[config.mk]
export PLATFORM = sky130hd
export DESIGN_NAME = acsl_cap_bank
export DESIGN_NICKNAME = d
export VERILOG_FILES = /design/src/common/acsl_pkg.sv /design/src/hw/acsl_dn_port_regs.sv /design/src/hw/acsl_cap_bank.sv
export VERILOG_INCLUDE_DIRS = /design/src /design/src/common
export SDC_FILE = /design/constraint.sdc
export NUM_CORES = 1
export LEC_CHECK = 0
export BUFFER_PORTS_ARGS = -buffer_cell sky130_fd_sc_hd__buf_2
export CAP_MARGIN = 20
export CORE_UTILIZATION = 38
export CTS_BUF_LIST = sky130_fd_sc_hd__clkbuf_16
export CTS_CLUSTER_DIAMETER = 60
export DETAILED_ROUTE_END_ITERATION = 16
export PLACE_DENSITY = 0.65
export SKIP_LAST_GASP = 1
export SLEW_MARGIN = 20
export SYNTH_ARGS = -nofsm -noshare
export SYNTH_HDL_FRONTEND = slang
export SYNTH_SLANG_ARGS = --single-unit
[constraint.sdc]
create_clock -name CLOCK_IN -period 5.7 [get_ports CLOCK_IN]
set_clock_uncertainty 0.2 [all_clocks]
set_input_delay 0.285 -clock CLOCK_IN [delete_from_list [all_inputs] [get_ports CLOCK_IN]]
set_output_delay 0.285 -clock CLOCK_IN [all_outputs]
set_load 0.005 [all_outputs]
[src/common/acsl_regs.svh]
// Register offsets, field positions and reset values of the switch
// extended-capability register bank.
// Assumes inclusion by both design files; definitions only.
`ifndef ACSL_REGS_SVH
`define ACSL_REGS_SVH

// =============================================================
// Address layout of the APB window.
// =============================================================
`define ACSL_ADDR_W        14        // APB address width in bits.
`define ACSL_PORT_MSB      13        // Upper bit of the port select.
`define ACSL_PORT_LSB      12        // Lower bit of the port select.
`define ACSL_OFF_MSB       11        // Upper bit of the config offset.
`define ACSL_PORT_UP       2'h0      // Upstream port number.
`define ACSL_PORT_DN1      2'h1      // First downstream port number.
`define ACSL_PORT_DN2      2'h2      // Second downstream port number.

// =============================================================
// Register offsets inside one port's configuration space.
// =============================================================
`define ACSL_OFF_ACS_HDR   12'h220   // Access control header.
`define ACSL_OFF_ACS_CAP   12'h224   // Capability and control word.
`define ACSL_OFF_EGRESS    12'h228   // Peer egress block vector.
`define ACSL_OFF_LTR_HDR   12'h230   // Latency reporting header.
`define ACSL_OFF_SNOOP     12'h234   // Maximum snoop latency.

// =============================================================
// Fixed header fields.
// =============================================================
`define ACSL_ACS_CAP_ID    16'h000d  // Access control capability id.
`define ACSL_LTR_CAP_ID    16'h0018  // Latency reporting capability id.
`define ACSL_CAP_VER       4'h1      // Capability version.
`define ACSL_NEXT_PTR      12'h240   // Next capability pointer.

// =============================================================
// Capability word and egress vector fields.
// =============================================================
`define ACSL_FEAT_W        7         // Number of feature bits.
`define ACSL_FEAT_SUPPORT  7'h7f     // All seven features supported.
`define ACSL_ENA_LSB       16        // Lowest enable bit position.
`define ACSL_ENA_MSB       22        // Highest enable bit position.
`define ACSL_ENA_RESET     7'h00     // Enables reset cleared.
`define ACSL_EGR_SIZE      8'h08     // Meaningful egress vector bits.
`define ACSL_EGR_W         8         // Egress vector width.
`define ACSL_EGR_RESET     8'h00     // Egress vector reset value.

// =============================================================
// Maximum snoop latency fields.
// =============================================================
`define ACSL_LAT_VAL_MSB   9         // Latency value upper bit.
`define ACSL_LAT_SCL_LSB   10        // Latency scale lower bit.
`define ACSL_LAT_SCL_MSB   12        // Latency scale upper bit.
`define ACSL_LAT_VAL_RESET 10'h000   // Latency value reset value.
`define ACSL_LAT_SCL_RESET 3'h0      // Latency scale reset value.

`endif

[src/common/acsl_pkg.sv]
// Types shared by the extended-capability register bank.
// Assumes the offsets and fields live in acsl_regs.svh.
package acsl_pkg;

    // =========================================================
    // APB answer sequencer states.
    // =========================================================
    typedef enum logic [0:0] {
        ACSL_IDLE,
        ACSL_ANSWER
    } acsl_apb_state_t;

endpackage

[src/hw/acsl_dn_port_regs.sv]
// One downstream port's access control register set.
// Assumes the parent decodes the port and hands over a held offset.
`timescale 1ns/10ps
`include "acsl_regs.svh"

module acsl_dn_port_regs
    import acsl_pkg::*;
(
    input  wire logic                        clk_in,        // Core clock.
    input  wire logic                        rst_n_in,      // Synchronous reset, active low.
    input  wire logic                        wr_in,         // One-cycle write commit.
    input  wire logic [`ACSL_OFF_MSB:0]      off_in,        // Register offset.
    input  wire logic [31:0]                 wdata_in,      // Write data.
    output logic      [31:0]                 rdata_out,     // Read data for the offset.
    output logic                             hit_out,       // Offset is mapped here.
    output logic      [`ACSL_FEAT_W-1:0]     ena_out,       // Feature enables.
    output logic      [`ACSL_EGR_W-1:0]      egress_out     // Egress block vector.
);

    // =========================================================
    // State.
    // =========================================================
    logic [`ACSL_FEAT_W-1:0] ena_r;       // Feature enable flops.
    logic [`ACSL_FEAT_W-1:0] ena_nxt;     // Next enables.
    logic [`ACSL_EGR_W-1:0]  egress_r;    // Egress vector flops.
    logic [`ACSL_EGR_W-1:0]  egress_nxt;  // Next egress vector.

    // Writes reach only the writable fields; reserved bits are dropped.
    always_comb begin
        ena_nxt    = ena_r;
        egress_nxt = egress_r;
        if (wr_in && off_in == `ACSL_OFF_ACS_CAP) begin
            ena_nxt = wdata_in[`ACSL_ENA_MSB:`ACSL_ENA_LSB];
        end
        if (wr_in && off_in == `ACSL_OFF_EGRESS) begin
            egress_nxt = wdata_in[`ACSL_EGR_W-1:0];
        end
    end

    // Registers the enables and vector, cleared at reset.
    always_ff @(posedge clk_in) begin
        if (!rst_n_in) begin
            ena_r    <= `ACSL_ENA_RESET;
            egress_r <= `ACSL_EGR_RESET;
        end else begin
            ena_r    <= ena_nxt;
            egress_r <= egress_nxt;
        end
    end

    // Builds read data; constant fields are wired, reserved bits are zero.
    always_comb begin
        rdata_out = 32'h0000_0000;
        hit_out   = 1'b1;
        case (off_in)
            `ACSL_OFF_ACS_HDR: begin
                rdata_out = {`ACSL_NEXT_PTR, `ACSL_CAP_VER, `ACSL_ACS_CAP_ID};
            end
            `ACSL_OFF_ACS_CAP: begin
                rdata_out = {9'h000, ena_r, `ACSL_EGR_SIZE, 1'b0,
                             `ACSL_FEAT_SUPPORT};
            end
            `ACSL_OFF_EGRESS: begin
                rdata_out = {24'h00_0000, egress_r};
            end
            default: begin
                hit_out = 1'b0;
            end
        endcase
    end

    // Enables and vector leave straight from their flops.
    assign ena_out    = ena_r;
    assign egress_out = egress_r;

endmodule

[src/hw/acsl_cap_bank.sv]
// Extended-capability register bank of a three-port packet switch.
// Assumes an APB master on the core clock; port 0 is upstream.
//
// Notes on behaviour
// Access control registers exist only downstream.
// Latency registers exist only on upstream.
// Access header id reads fixed 000Dh.
// Access header version reads fixed 1h.
// Both next pointers read fixed 240h.
// Latency header id reads fixed 0018h.
// Feature support bits 0-6 read one.
// Bits 15:8 give egress vector size.
// Bits 16-22 are enables, reset zero.
// Egress vector bits block peer requests.
// Snoop latency value, bits 9:0, read-write.
// Snoop latency scale, bits 12:10, read-write.
// Reserved bits read zero, writes ignored.
//
// Implementation choice: register access over APB.
`timescale 1ns/10ps
`include "acsl_regs.svh"

module acsl_cap_bank
    import acsl_pkg::*;
(
    input  wire logic                       CLOCK_IN,               // Core clock, 20 MHz.
    input  wire logic                       RESET_N_IN,             // Sync reset, active low.
    input  wire logic                       PSEL_IN,                // APB select.
    input  wire logic                       PENABLE_IN,             // APB access phase.
    input  wire logic                       PWRITE_IN,              // APB direction.
    input  wire logic [`ACSL_ADDR_W-1:0]    PADDR_IN,               // APB byte address.
    input  wire logic [31:0]                PWDATA_IN,              // APB write data.
    output logic      [31:0]                PRDATA_OUT,             // APB read data.
    output logic                            PREADY_OUT,             // APB ready.
    output logic                            PSLVERR_OUT,            // APB error.
    output logic      [`ACSL_FEAT_W-1:0]    DN1_ACS_ENABLE_OUT,     // Port 1 enables.
    output logic      [`ACSL_EGR_W-1:0]     DN1_EGRESS_BLOCK_OUT,   // Port 1 egress vector.
    output logic      [`ACSL_FEAT_W-1:0]    DN2_ACS_ENABLE_OUT,     // Port 2 enables.
    output logic      [`ACSL_EGR_W-1:0]     DN2_EGRESS_BLOCK_OUT,   // Port 2 egress vector.
    output logic      [`ACSL_LAT_VAL_MSB:0] UP_SNOOP_LAT_VALUE_OUT, // Upstream latency value.
    output logic      [2:0]                 UP_SNOOP_LAT_SCALE_OUT  // Upstream latency scale.
);

    // =========================================================
    // Address decode.
    // =========================================================
    logic [1:0]             port_sel;    // Port addressed by the request.
    logic [`ACSL_OFF_MSB:0] off_sel;     // Offset within that port.
    logic                   aligned;     // Word-aligned address.
    logic                   up_hit;      // Upstream register addressed.
    logic [31:0]            up_rdata;    // Upstream read data.
    logic                   req_hit;     // Request lands on a register.
    logic [31:0]            req_rdata;   // Read data of the request.

    // Port number sits above the 4 KiB configuration window.
    assign port_sel = PADDR_IN[`ACSL_PORT_MSB:`ACSL_PORT_LSB];
    assign off_sel  = PADDR_IN[`ACSL_OFF_MSB:0];
    assign aligned  = (PADDR_IN[1:0] == 2'h0);

    // =========================================================
    // APB answer sequencer.
    // =========================================================
    acsl_apb_state_t st_r;        // Current answer state.
    acsl_apb_state_t st_nxt;      // Next answer state.
    logic [31:0]     prdata_r;    // Registered read data.
    logic [31:0]     prdata_nxt;  // Next read data.
    logic            pready_r;    // Registered ready.
    logic            pready_nxt;  // Next ready.
    logic            pslverr_r;   // Registered error.
    logic            pslverr_nxt; // Next error.
    logic            commit;      // Write takes effect this edge.

    // A write lands at the edge where the master sees ready high.
    assign commit = (st_r == ACSL_ANSWER) && PSEL_IN && PENABLE_IN &&
                    PWRITE_IN && req_hit;

    // Access phase is answered one cycle later, then ready drops again.
    always_comb begin
        st_nxt      = st_r;
        prdata_nxt  = prdata_r;
        pready_nxt  = 1'b0;
        pslverr_nxt = 1'b0;
        case (st_r)
            ACSL_IDLE: begin
                if (PSEL_IN && PENABLE_IN) begin
                    st_nxt      = ACSL_ANSWER;
                    pready_nxt  = 1'b1;
                    pslverr_nxt = !req_hit;
                    // Writes and unmapped reads return zero data.
                    prdata_nxt  = (!PWRITE_IN && req_hit) ? req_rdata : 32'h0000_0000;
                end
            end
            ACSL_ANSWER: begin
                // Transfer completes this edge; wait for the next access phase.
                st_nxt = ACSL_IDLE;
            end
            default: begin
                st_nxt = ACSL_IDLE;
            end
        endcase
    end

    // Registers the sequencer and bus outputs.
    always_ff @(posedge CLOCK_IN) begin
        if (!RESET_N_IN) begin
            st_r      <= ACSL_IDLE;
            prdata_r  <= 32'h0000_0000;
            pready_r  <= 1'b0;
            pslverr_r <= 1'b0;
        end else begin
            st_r      <= st_nxt;
            prdata_r  <= prdata_nxt;
            pready_r  <= pready_nxt;
            pslverr_r <= pslverr_nxt;
        end
    end

    assign PRDATA_OUT  = prdata_r;
    assign PREADY_OUT  = pready_r;
    assign PSLVERR_OUT = pslverr_r;

    // =========================================================
    // Downstream port register sets.
    // =========================================================
    logic [31:0]             dn_rdata  [2];  // Read data per downstream port.
    logic                    dn_hit    [2];  // Offset hit per downstream port.
    logic [`ACSL_FEAT_W-1:0] dn_ena    [2];  // Enables per downstream port.
    logic [`ACSL_EGR_W-1:0]  dn_egress [2];  // Egress vector per downstream port.

    // One identical set serves each downstream port.
    for (genvar g = 0; g < 2; g++) begin : g_dn
        logic wr_dn; // Commit aimed at this port.

        assign wr_dn = commit && (port_sel == 2'(g + 1));

        acsl_dn_port_regs u_regs (
            .clk_in     (CLOCK_IN),
            .rst_n_in   (RESET_N_IN),
            .wr_in      (wr_dn),
            .off_in     (off_sel),
            .wdata_in   (PWDATA_IN),
            .rdata_out  (dn_rdata[g]),
            .hit_out    (dn_hit[g]),
            .ena_out    (dn_ena[g]),
            .egress_out (dn_egress[g])
        );
    end

    assign DN1_ACS_ENABLE_OUT   = dn_ena[0];
    assign DN1_EGRESS_BLOCK_OUT = dn_egress[0];
    assign DN2_ACS_ENABLE_OUT   = dn_ena[1];
    assign DN2_EGRESS_BLOCK_OUT = dn_egress[1];

    // =========================================================
    // Upstream latency registers.
    // =========================================================
    logic [`ACSL_LAT_VAL_MSB:0] lat_val_r;   // Snoop latency value.
    logic [`ACSL_LAT_VAL_MSB:0] lat_val_nxt; // Next latency value.
    logic [2:0]                 lat_scl_r;   // Snoop latency scale.
    logic [2:0]                 lat_scl_nxt; // Next latency scale.

    // Only value and scale take write data; bits 15:13 and above are dropped.
    always_comb begin
        lat_val_nxt = lat_val_r;
        lat_scl_nxt = lat_scl_r;
        if (commit && port_sel == `ACSL_PORT_UP && off_sel == `ACSL_OFF_SNOOP) begin
            lat_val_nxt = PWDATA_IN[`ACSL_LAT_VAL_MSB:0];
            lat_scl_nxt = PWDATA_IN[`ACSL_LAT_SCL_MSB:`ACSL_LAT_SCL_LSB];
        end
    end

    // Registers the latency fields, cleared at reset.
    always_ff @(posedge CLOCK_IN) begin
        if (!RESET_N_IN) begin
            lat_val_r <= `ACSL_LAT_VAL_RESET;
            lat_scl_r <= `ACSL_LAT_SCL_RESET;
        end else begin
            lat_val_r <= lat_val_nxt;
            lat_scl_r <= lat_scl_nxt;
        end
    end

    assign UP_SNOOP_LAT_VALUE_OUT = lat_val_r;
    assign UP_SNOOP_LAT_SCALE_OUT = lat_scl_r;

    // Upstream read mux; only the latency header and register exist.
    always_comb begin
        up_rdata = 32'h0000_0000;
        up_hit   = 1'b1;
        case (off_sel)
            `ACSL_OFF_LTR_HDR: begin
                up_rdata = {`ACSL_NEXT_PTR, `ACSL_CAP_VER, `ACSL_LTR_CAP_ID};
            end
            `ACSL_OFF_SNOOP: begin
                up_rdata = {19'h0_0000, lat_scl_r, lat_val_r};
            end
            default: begin
                up_hit = 1'b0;
            end
        endcase
    end

    // =========================================================
    // Port steering of the request.
    // =========================================================
    // Access control offsets on the upstream port, and latency offsets on
    // a downstream port, fall to the unmapped branch.
    always_comb begin
        req_hit   = 1'b0;
        req_rdata = 32'h0000_0000;
        case (port_sel)
            `ACSL_PORT_UP: begin
                req_hit   = up_hit && aligned;
                req_rdata = up_rdata;
            end
            `ACSL_PORT_DN1: begin
                req_hit   = dn_hit[0] && aligned;
                req_rdata = dn_rdata[0];
            end
            `ACSL_PORT_DN2: begin
                req_hit   = dn_hit[1] && aligned;
                req_rdata = dn_rdata[1];
            end
            default: begin
                req_hit = 1'b0;
            end
        endcase
    end

endmodule

==> results.sh, run 1 <==
export IMPL_finalNonFillerCells=571
export IMPL_place_hpwl_mm=6.29
export IMPL_drc=0
export IMPL_rows=33
export IMPL_die_y_microns=94.3
export IMPL_dr_pass1_iters=4
export IMPL_insertedDiodeCount=0
export IMPL_worstSkewPairLatency_ns=0.33
export IMPL_grt_max_degree=46
export IMPL_register_area_sq_um=1320
export IMPL_h_tree_depth=3
export IMPL_switching_power_mw=0.261
export IMPL_antenna_left=0
export IMPL_ys_seq_area_share_pct=40.8
export IMPL_arrival_ns=2.74
export IMPL_timing_slew_headroom_pct=39.0
export IMPL_peakVddDrop_mv=0.142
export IMPL_post_route_period_util_pct=47.4
export IMPL_finalHoldViolCount=0
export IMPL_syn_inst=374
export IMPL_io_buffers=105
export IMPL_worst_pin_slew_ns=0.915
export IMPL_ctsRootBufferMaster="clkbuf_16"
export IMPL_gr_total_overflow=0
export IMPL_place_area_sq_um=3710
export IMPL_grt_pass1_vias=2771
export IMPL_wl_per_cell_microns=15.8
export IMPL_fp_dieArea_sq_um=8890
export IMPL_maxCapViolCount=0
export IMPL_fillerInstances=806
export IMPL_cts_tree="yes"
export IMPL_holdWs_ns=0.00794
export IMPL_dr_first_iter_drc_count=233
export IMPL_slew_violations=0
export IMPL_yosys_area_top_type="dfxtp_1"
export IMPL_internal_power_mw=0.821
export IMPL_holdCritPathClass="in2reg"
export IMPL_cp_required_ns=5.74
export IMPL_dpl_cell_count=553
export IMPL_yosys_area_top_type_share_pct=40.8
export IMPL_p_clk_share_pct=50.3
export IMPL_syn_area_per_cell_sq_um=8.66
export IMPL_path_class="in2reg"
export IMPL_final_layout_size_suffix_gt1_share_pct=28.5
export IMPL_startpoint_type="input port"
export IMPL_synthArstFlopShare_pct=0
export IMPL_postCtsSetupRepairBufs=0
export IMPL_die_w_microns=94.3
export IMPL_fin_crit_ns=2.70
export IMPL_fin_tns_setup_ns=0
export IMPL_p_total_mw=1.08
export IMPL_place_congestion=0.870
export IMPL_critPathCaptureType="flip-flop"
export IMPL_synth_edf_count=0
export IMPL_grt_total_usage_pct=20.6
export IMPL_num_vias=3068
export IMPL_ys_ff_latch=66
export IMPL_top_level_ports=128
export IMPL_cts_sinks=66
export IMPL_area_growth_pct=24.6
export IMPL_synth_area_leaders="dfxtp_1, mux2i_1, nand2_1"
export IMPL_setup_viol_count_final=0
export IMPL_grt_pass1_wl_mm=13.9
export IMPL_power_density_nw_per_um2=268
export IMPL_power_leakage_nw=1.86
export IMPL_mappedNetlistArea_sq_um=3240
export IMPL_postLayoutCellArea_sq_um=4030
export IMPL_p_seq_share_pct=42.7
export IMPL_clk_pin_slew_ns=0.05
export IMPL_share_comb_of_total_power_pct=6.9
export IMPL_cp_max_fo=19
export IMPL_synth_distinct_cells=50
export IMPL_yosysMostFrequentCell="nand2_1"
export IMPL_holdBufCountCts=2
export IMPL_vias_per_cell=5.37
export IMPL_rsz0062_at_grt="false"
export IMPL_p_sw_share_pct=24.1
export IMPL_antenna_found_initial=0
export IMPL_synth_common_cells="nand2_1, dfxtp_1, mux2i_1, clkbuf_1, o21ai_0"
export IMPL_run_status="finished clean"
export IMPL_synth_warnings=0
export IMPL_fmax_ghz=0.370
export IMPL_initial_utilization_pct=39.4
export IMPL_fin_nets=516
export IMPL_routed_wl_mm=9.00
export IMPL_ys_flop_type="dfxtp_1"
export IMPL_multiInputGateArea_sq_um=1710
export IMPL_coreArea_sq_um=8220
export IMPL_cts_resized=0
export IMPL_numCtsBuffers=9
export IMPL_max_clock_path_buffers=2
## metal layers
layer	track usage, %	vias up	share of wire [%]
met5	0	-	0
met3	5.02	20	5.9
met4	9.23	0	2.4
li1	-	1490	-
met2	30.9	115	45
met1	27.6	1443	47
## state kept, by name, summed over array words and instances, names as in the netlist
signal / cells
g_dn.u_regs.egress_out: 16
UP_SNOOP_LAT_VALUE_OUT: 10
PRDATA_OUT: 21
g_dn.u_regs.ena_out: 14
PSLVERR_OUT: 1
st_r: 1
UP_SNOOP_LAT_SCALE_OUT: 3
## power by group through the flow
stage	combinational, mW	clock (mW)	sequential [mW]
floorplan	0.0524	0	0.472
global placement	0.0708	0	0.472
detailed placement	0.0723	0	0.472
CTS	0.0737	0.555	0.462
global route	0.0821	0.573	0.462
finish	0.0749	0.545	0.462
## critical path: stages
cell,delay [ns]
buf_2,0.11
inv_1,0.06
ha_1,0.32
xnor2_1,0.16
o22ai_2,0.71
nand3_1,0.73
o21ai_0,0.36
## final timing paths
path | startpoint | endpoint | slack, ns | depth (start not counted)
hold / removal | PWDATA_IN[12] | UP_SNOOP_LAT_SCALE_OUT[2] | 0.008 | 3
setup reg to reg | st_r | PRDATA_OUT[19] | 3.65 | 4
setup / recovery | PADDR_IN[12] | PRDATA_OUT[19] | 3.00 | 7
hold reg to reg | PRDATA_OUT[9] | PRDATA_OUT[9] | 0.25 | 2
## metrics by stage
stage          worst slack (ns)  utilization [%]
2_1_floorplan              3.50                -
3_3_place_gp               2.75             45.2
3_5_place_dp               2.66             45.2
4_1_cts                    3.00             49.0
5_1_grt                    2.79             49.1
6_report                   3.00             49.1
## cells in the final DEF (no fill, tap or decap), drive strengths merged, types with 2 or more instances in the layout
cell type	count
buf	106
nand2	77
dfxtp	66
mux2i	29
o21ai	22
a21oi	19
nand4	16
o31ai	14
a22oi	13
conb	10
nor2	9
clkbuf	9
a22o	6
inv	5
nand2b	5
nor3	5
nand3	5
ha	4
nor4bb	3
clkinvlp	3
nand3b	3
nor4	3
nor3b	3
clkinv	3
or3b	2
o32ai	2
or3	2
and3	2
dlygate4sd3	2
o22ai	2
nor4b	2
## cell families after synthesis
logic type | Yosys count | share of synthesized area, %
muxes | 29 | 8.96
other | 1 | 0.116
and+or+nand+nor | 142 | 23.8
DFF | 66 | 40.8
adders and majority gates | 4 | 1.55
buffers and inverters | 46 | 7.46
AOI/OAI and AO/OA | 85 | 17.1
xor gates and xnor gates | 1 | 0.271
## area by class of cell
cell class / count / share of cell area, %
multi-input combinational: 271 / 42.5
sequential: 66 / 32.8
timing repair buffer: 108 / 13.7
clock buffer: 9 / 5.58
tap: 105 / 3.26
clock inverter: 7 / 1.74
inverter: 5 / 0.465
No activity file was read; power rests on OpenSTA's default activity.
==> run 2: changes to the inputs <==
==> constraint.sdc (replaced) <==
create_clock -name CLOCK_IN -period 2.75 [get_ports CLOCK_IN]
set_clock_uncertainty 0.2 [all_clocks]
set_input_delay 0.1375 -clock CLOCK_IN [delete_from_list [all_inputs] [get_ports CLOCK_IN]]
set_output_delay 0.1375 -clock CLOCK_IN [all_outputs]
set_load 0.005 [all_outputs]
==> results.sh, run 2 (synthesis results as in run 1) <==
export IMPL_numCtsBuffers=9
export IMPL_coreArea_sq_um=8220
export IMPL_area_growth_pct=34.7
export IMPL_p_total_mw=2.21
export IMPL_finalHoldViolCount=0
export IMPL_antenna_found_initial=0
export IMPL_r2r_cells=5
export IMPL_final_layout_size_suffix_gt1_share_pct=28.2
export IMPL_power_density_nw_per_um2=506
export IMPL_rows=33
export IMPL_largest_register_ffs=21
export IMPL_power_leakage_nw=2.02
export IMPL_grt_busiest_layer="met2"
export IMPL_top_level_ports=128
export IMPL_dr_first_iter_drc_count=201
export IMPL_num_vias=3212
export IMPL_worst_pin_slew_ns=0.611
export IMPL_slowest_stage="or4b_1"
export IMPL_ctsRootBufferMaster="clkbuf_16"
export IMPL_clk_pin_slew_ns=0.06
export IMPL_peakVddDrop_mv=0.294
export IMPL_layout_commonest_cell="buf_2"
export IMPL_cts_sinks=66
export IMPL_gr_total_overflow=0
export IMPL_drc=0
export IMPL_insertedDiodeCount=0
export IMPL_critPathCaptureType="flip-flop"
export IMPL_fin_nets=553
export IMPL_timing_slew_headroom_pct=58.9
export IMPL_cts_resized=0
export IMPL_rrSetupSlack_ns=0.38
export IMPL_grt_total_usage_pct=21.5
export IMPL_startpoint_type="input port"
export IMPL_layout_common_cells="buf_2, nand2_1, dfxtp_1, dlygate4sd3_1, mux2i_1"
export IMPL_grt_met2_usage_pct=33.5
export IMPL_fp_dieArea_sq_um=8890
export IMPL_reg2reg_to="UP_SNOOP_LAT_SCALE_OUT[0]"
export IMPL_die_y_microns=94.3
export IMPL_setup_viol_count_final=0
export IMPL_grt_max_degree=34
export IMPL_routed_wl_mm=9.31
export IMPL_cp_max_fo=13
export IMPL_worstPathCellList="buf_2 -> or4b_1 -> nor4_4 -> nand3b_4 -> mux2i_1 -> dlygate4sd3_1"
export IMPL_max_stage_delay_ns=0.76
export IMPL_run_status="finished clean"
export IMPL_path_class="in2reg"
export IMPL_die_w_microns=94.3
export IMPL_fmax_ghz=0.387
export IMPL_grtUsageMet3_pct=4.29
export IMPL_cp_required_ns=2.76
export IMPL_rsz0062_at_grt="false"
export IMPL_max_clock_path_buffers=2
export IMPL_io_buffers=105
export IMPL_vias_per_cell=5.28
export IMPL_grt_pass1_vias=3002
export IMPL_initial_utilization_pct=39.4
export IMPL_worstSkewPairLatency_ns=0.33
export IMPL_place_congestion=0.863
export IMPL_h_tree_depth=3
export IMPL_fin_tns_setup_ns=0
export IMPL_wl_per_cell_microns=15.3
export IMPL_arrival_ns=2.59
export IMPL_maxCapViolCount=0
export IMPL_slew_violations=0
export IMPL_crit_reg2reg_launch="st_r"
export IMPL_fin_crit_ns=2.59
export IMPL_holdCritPathClass="in2reg"
export IMPL_dr_pass1_iters=4
export IMPL_hold_start="PWRITE_IN"
export IMPL_antenna_left=0
export IMPL_holdBufCountCts=30
export IMPL_post_route_period_util_pct=94.0
export IMPL_place_hpwl_mm=6.42
export IMPL_postCtsSetupRepairBufs=0
export IMPL_whs_path_depth=3
export IMPL_grt_use_met1_pct=28.2
export IMPL_holdPathEnd="PRDATA_OUT[1]"
export IMPL_cts_tree="yes"
export IMPL_grt_pass1_wl_mm=14.8
run 2: power by group:
group,switching (mW),leakage (nW),internal [mW]
clock network,0.444,0.132,0.615
logic,0.114,1.36,0.0751
registers,0.000631,0.532,0.957
total,0.558,2.02,1.65
run 2: worst max-delay path by stage:
stage / startpoint / endpoint / slack, ns
after floorplan: PADDR_IN[8] / g_dn[0].u_regs.ena_out[3] / 0.70
after global placement: PADDR_IN[8] / g_dn[1].u_regs.ena_out[3] / 0.34
after detailed placement: PADDR_IN[8] / g_dn[1].u_regs.ena_out[6] / 0.30
after CTS: PADDR_IN[8] / UP_SNOOP_LAT_SCALE_OUT[2] / 0.16
after global routing: PADDR_IN[8] / UP_SNOOP_LAT_SCALE_OUT[0] / 0.04
final: PADDR_IN[8] / UP_SNOOP_LAT_SCALE_OUT[0] / 0.16
run 2: cell type report:
class,count,area [sq um]
fill,777,3850
multi-input combinational,271,1710
sequential,66,1320
timing repair buffer,145,901
clock buffer,9,225
tap,105,131
clock inverter,7,55.1
inverter,5,18.8
run 2: metrics by stage:
stage               utilization [%]  cell area [sq um]  setup slack (ns)  instances  hold WS, ns
floorplan                         -               3270             0.701        383       0.0763
global placement               46.0               3780             0.340        562        0.183
detailed placement             46.0               3780             0.301        562        0.191
CTS                            53.1               4360             0.158        608       0.0251
global route                   53.1               4360            0.0440        608       0.0427
finish                         53.1               4360             0.164        608       0.0349
run 2: worst max-delay path: cells and delay by family:
family | cells | cell delay [ns]
AND/OR/NAND/NOR | 3 | 1.59
buffers and inverters | 2 | 0.66
multiplexers | 1 | 0.19
run 2: routing by layer:
metal  vias up  part of all wire (%)
met3        21                   6.2
li1       1570                     -
met1      1485                    45
met5         -                     0
met2       136                    46
met4         0                   2.5
==> run 3: changes to the inputs <==
==> constraint.sdc (replaced) <==
create_clock -name CLOCK_IN -period 2.42 [get_ports CLOCK_IN]
set_clock_uncertainty 0.2 [all_clocks]
set_input_delay 0.121 -clock CLOCK_IN [delete_from_list [all_inputs] [get_ports CLOCK_IN]]
set_output_delay 0.121 -clock CLOCK_IN [all_outputs]
set_load 0.005 [all_outputs]
==> results.sh, run 3 (synthesis results as in run 1) <==
export IMPL_area_growth_pct=34.0
export IMPL_rows=33
export IMPL_h_tree_depth=3
export IMPL_clk_pin_slew_ns=0.05
export IMPL_initial_utilization_pct=39.4
export IMPL_setup_viol_count_final=0
export IMPL_fin_nets=554
export IMPL_rsz0062_at_grt="false"
export IMPL_numCtsBuffers=9
export IMPL_cp_max_fo=14
export IMPL_place_congestion=0.861
export IMPL_place_area_sq_um=3820
export IMPL_fin_tns_setup_ns=0
export IMPL_fmax_ghz=0.486
export IMPL_post_route_period_util_pct=85.1
export IMPL_cp_required_ns=2.40
export IMPL_io_buffers=105
export IMPL_layout_commonest_cell="buf_2"
export IMPL_largest_register_ffs=21
export IMPL_finalNonFillerCells=608
export IMPL_slowest_stage="or3_1"
export IMPL_ctsRootBufferMaster="clkbuf_16"
export IMPL_vias_per_cell=5.36
export IMPL_worst_pin_slew_ns=0.549
export IMPL_slew_violations=0
export IMPL_final_core_util_pct=52.8
export IMPL_dr_pass1_iters=5
export IMPL_grt_pass1_wl_mm=14.5
export IMPL_postCtsSetupRepairBufs=0
export IMPL_final_layout_size_suffix_gt1_share_pct=28.8
export IMPL_grt_max_degree=34
export IMPL_holdWs_ns=0.0119
export IMPL_max_clock_path_buffers=2
export IMPL_worstSkewPairLatency_ns=0.33
export IMPL_power_density_nw_per_um2=566
export IMPL_top_level_ports=128
export IMPL_timing_slew_headroom_pct=63.4
export IMPL_postLayoutCellArea_sq_um=4340
export IMPL_run_status="finished clean"
export IMPL_gr_total_overflow=0
export IMPL_num_vias=3261
export IMPL_dpl_cell_count=567
export IMPL_insertedDiodeCount=0
export IMPL_layout_common_cells="buf_2, nand2_1, dfxtp_1, mux2i_1, dlygate4sd3_1"
export IMPL_finalHoldViolCount=0
export IMPL_arrival_ns=2.04
export IMPL_fp_dieArea_sq_um=8890
export IMPL_wl_per_cell_microns=15.3
export IMPL_peakVddDrop_mv=0.232
export IMPL_routed_wl_mm=9.33
export IMPL_die_y_microns=94.3
export IMPL_cts_tree="yes"
export IMPL_path_class="in2reg"
export IMPL_dr_first_iter_drc_count=125
export IMPL_critPathCaptureType="flip-flop"
export IMPL_antenna_found_initial=0
export IMPL_grt_total_usage_pct=21.1
export IMPL_worstPathCellList="buf_2 -> ha_1 -> or3_1 -> or3_1 -> o31ai_1 -> a21oi_1"
export IMPL_antenna_left=0
export IMPL_power_leakage_nw=2.01
export IMPL_grt_pass1_vias=2957
export IMPL_maxCapViolCount=0
export IMPL_holdCritPathClass="in2reg"
export IMPL_fin_crit_ns=2.06
export IMPL_place_hpwl_mm=6.42
export IMPL_die_w_microns=94.3
export IMPL_coreArea_sq_um=8220
export IMPL_startpoint_type="input port"
export IMPL_drc=0
export IMPL_max_stage_delay_ns=0.64
export IMPL_cpMostUsedCell="or3_1"
export IMPL_cts_sinks=66
==> run 3: power by group <==
group	switching, mW	internal, mW	total (mW)	leakage (nW)
Clock	0.465	0.678	1.14	0.128
Combinational	0.132	0.0896	0.221	1.35
Sequential	0.000627	1.09	1.09	0.532
==> run 3: final timing paths <==
path                 start                         to  slack [ns]  depth (start not counted)
max           PADDR_IN[12]  g_dn[1].u_regs.ena_out[2]        0.36                          6
min              PWRITE_IN              PRDATA_OUT[1]        0.01                          3
max reg2reg           st_r  g_dn[1].u_regs.ena_out[2]        0.42                          4
min reg2reg  PRDATA_OUT[9]              PRDATA_OUT[9]        0.25                          2
==> run 3: routing by layer <==
layer / up-vias / part of all wire, % / GRT usage, %
li1: 1572 / - / -
met1: 1535 / 44 / 27.6
met2: 131 / 48 / 34.1
met3: 23 / 6.0 / 3.88
met4: 0 / 2.3 / 8.46
met5: - / 0 / 0
==> run 3: per-stage QoR <==
step | power, mW | worst slack [ns]
2_1_floorplan | 1.24 | 0.387
3_3_place_gp | 1.29 | 0.118
3_5_place_dp | 1.30 | 0.0642
4_1_cts | 2.48 | 0.407
5_1_grt | 2.54 | 0.271
6_report | 2.45 | 0.361
==> run 3: area by class of cell <==
type / instances / area (sq um)
Tap cell: 105 / 131
Fill cell: 766 / 3880
Clock buffer: 9 / 225
Timing Repair Buffer: 146 / 898
Clock inverter: 6 / 35.0
Sequential cell: 66 / 1320
Multi-Input combinational cell: 271 / 1710
Inverter: 5 / 18.8
==> run 3: critical path, delay by kind of cell <==
family                   cells  cell delay [ns]
adder cells (fa/ha/maj)      1             0.23
AO/OA/AOI/OAI                2             0.44
buffers and inverters        1             0.12
AND/OR/NAND/NOR              2             1.12
==> run 3: what timing repair did <==
action	in CTS	in global routing
resized for setup	0	0
hold endpoints to repair	43	0
hold buffers	26	0
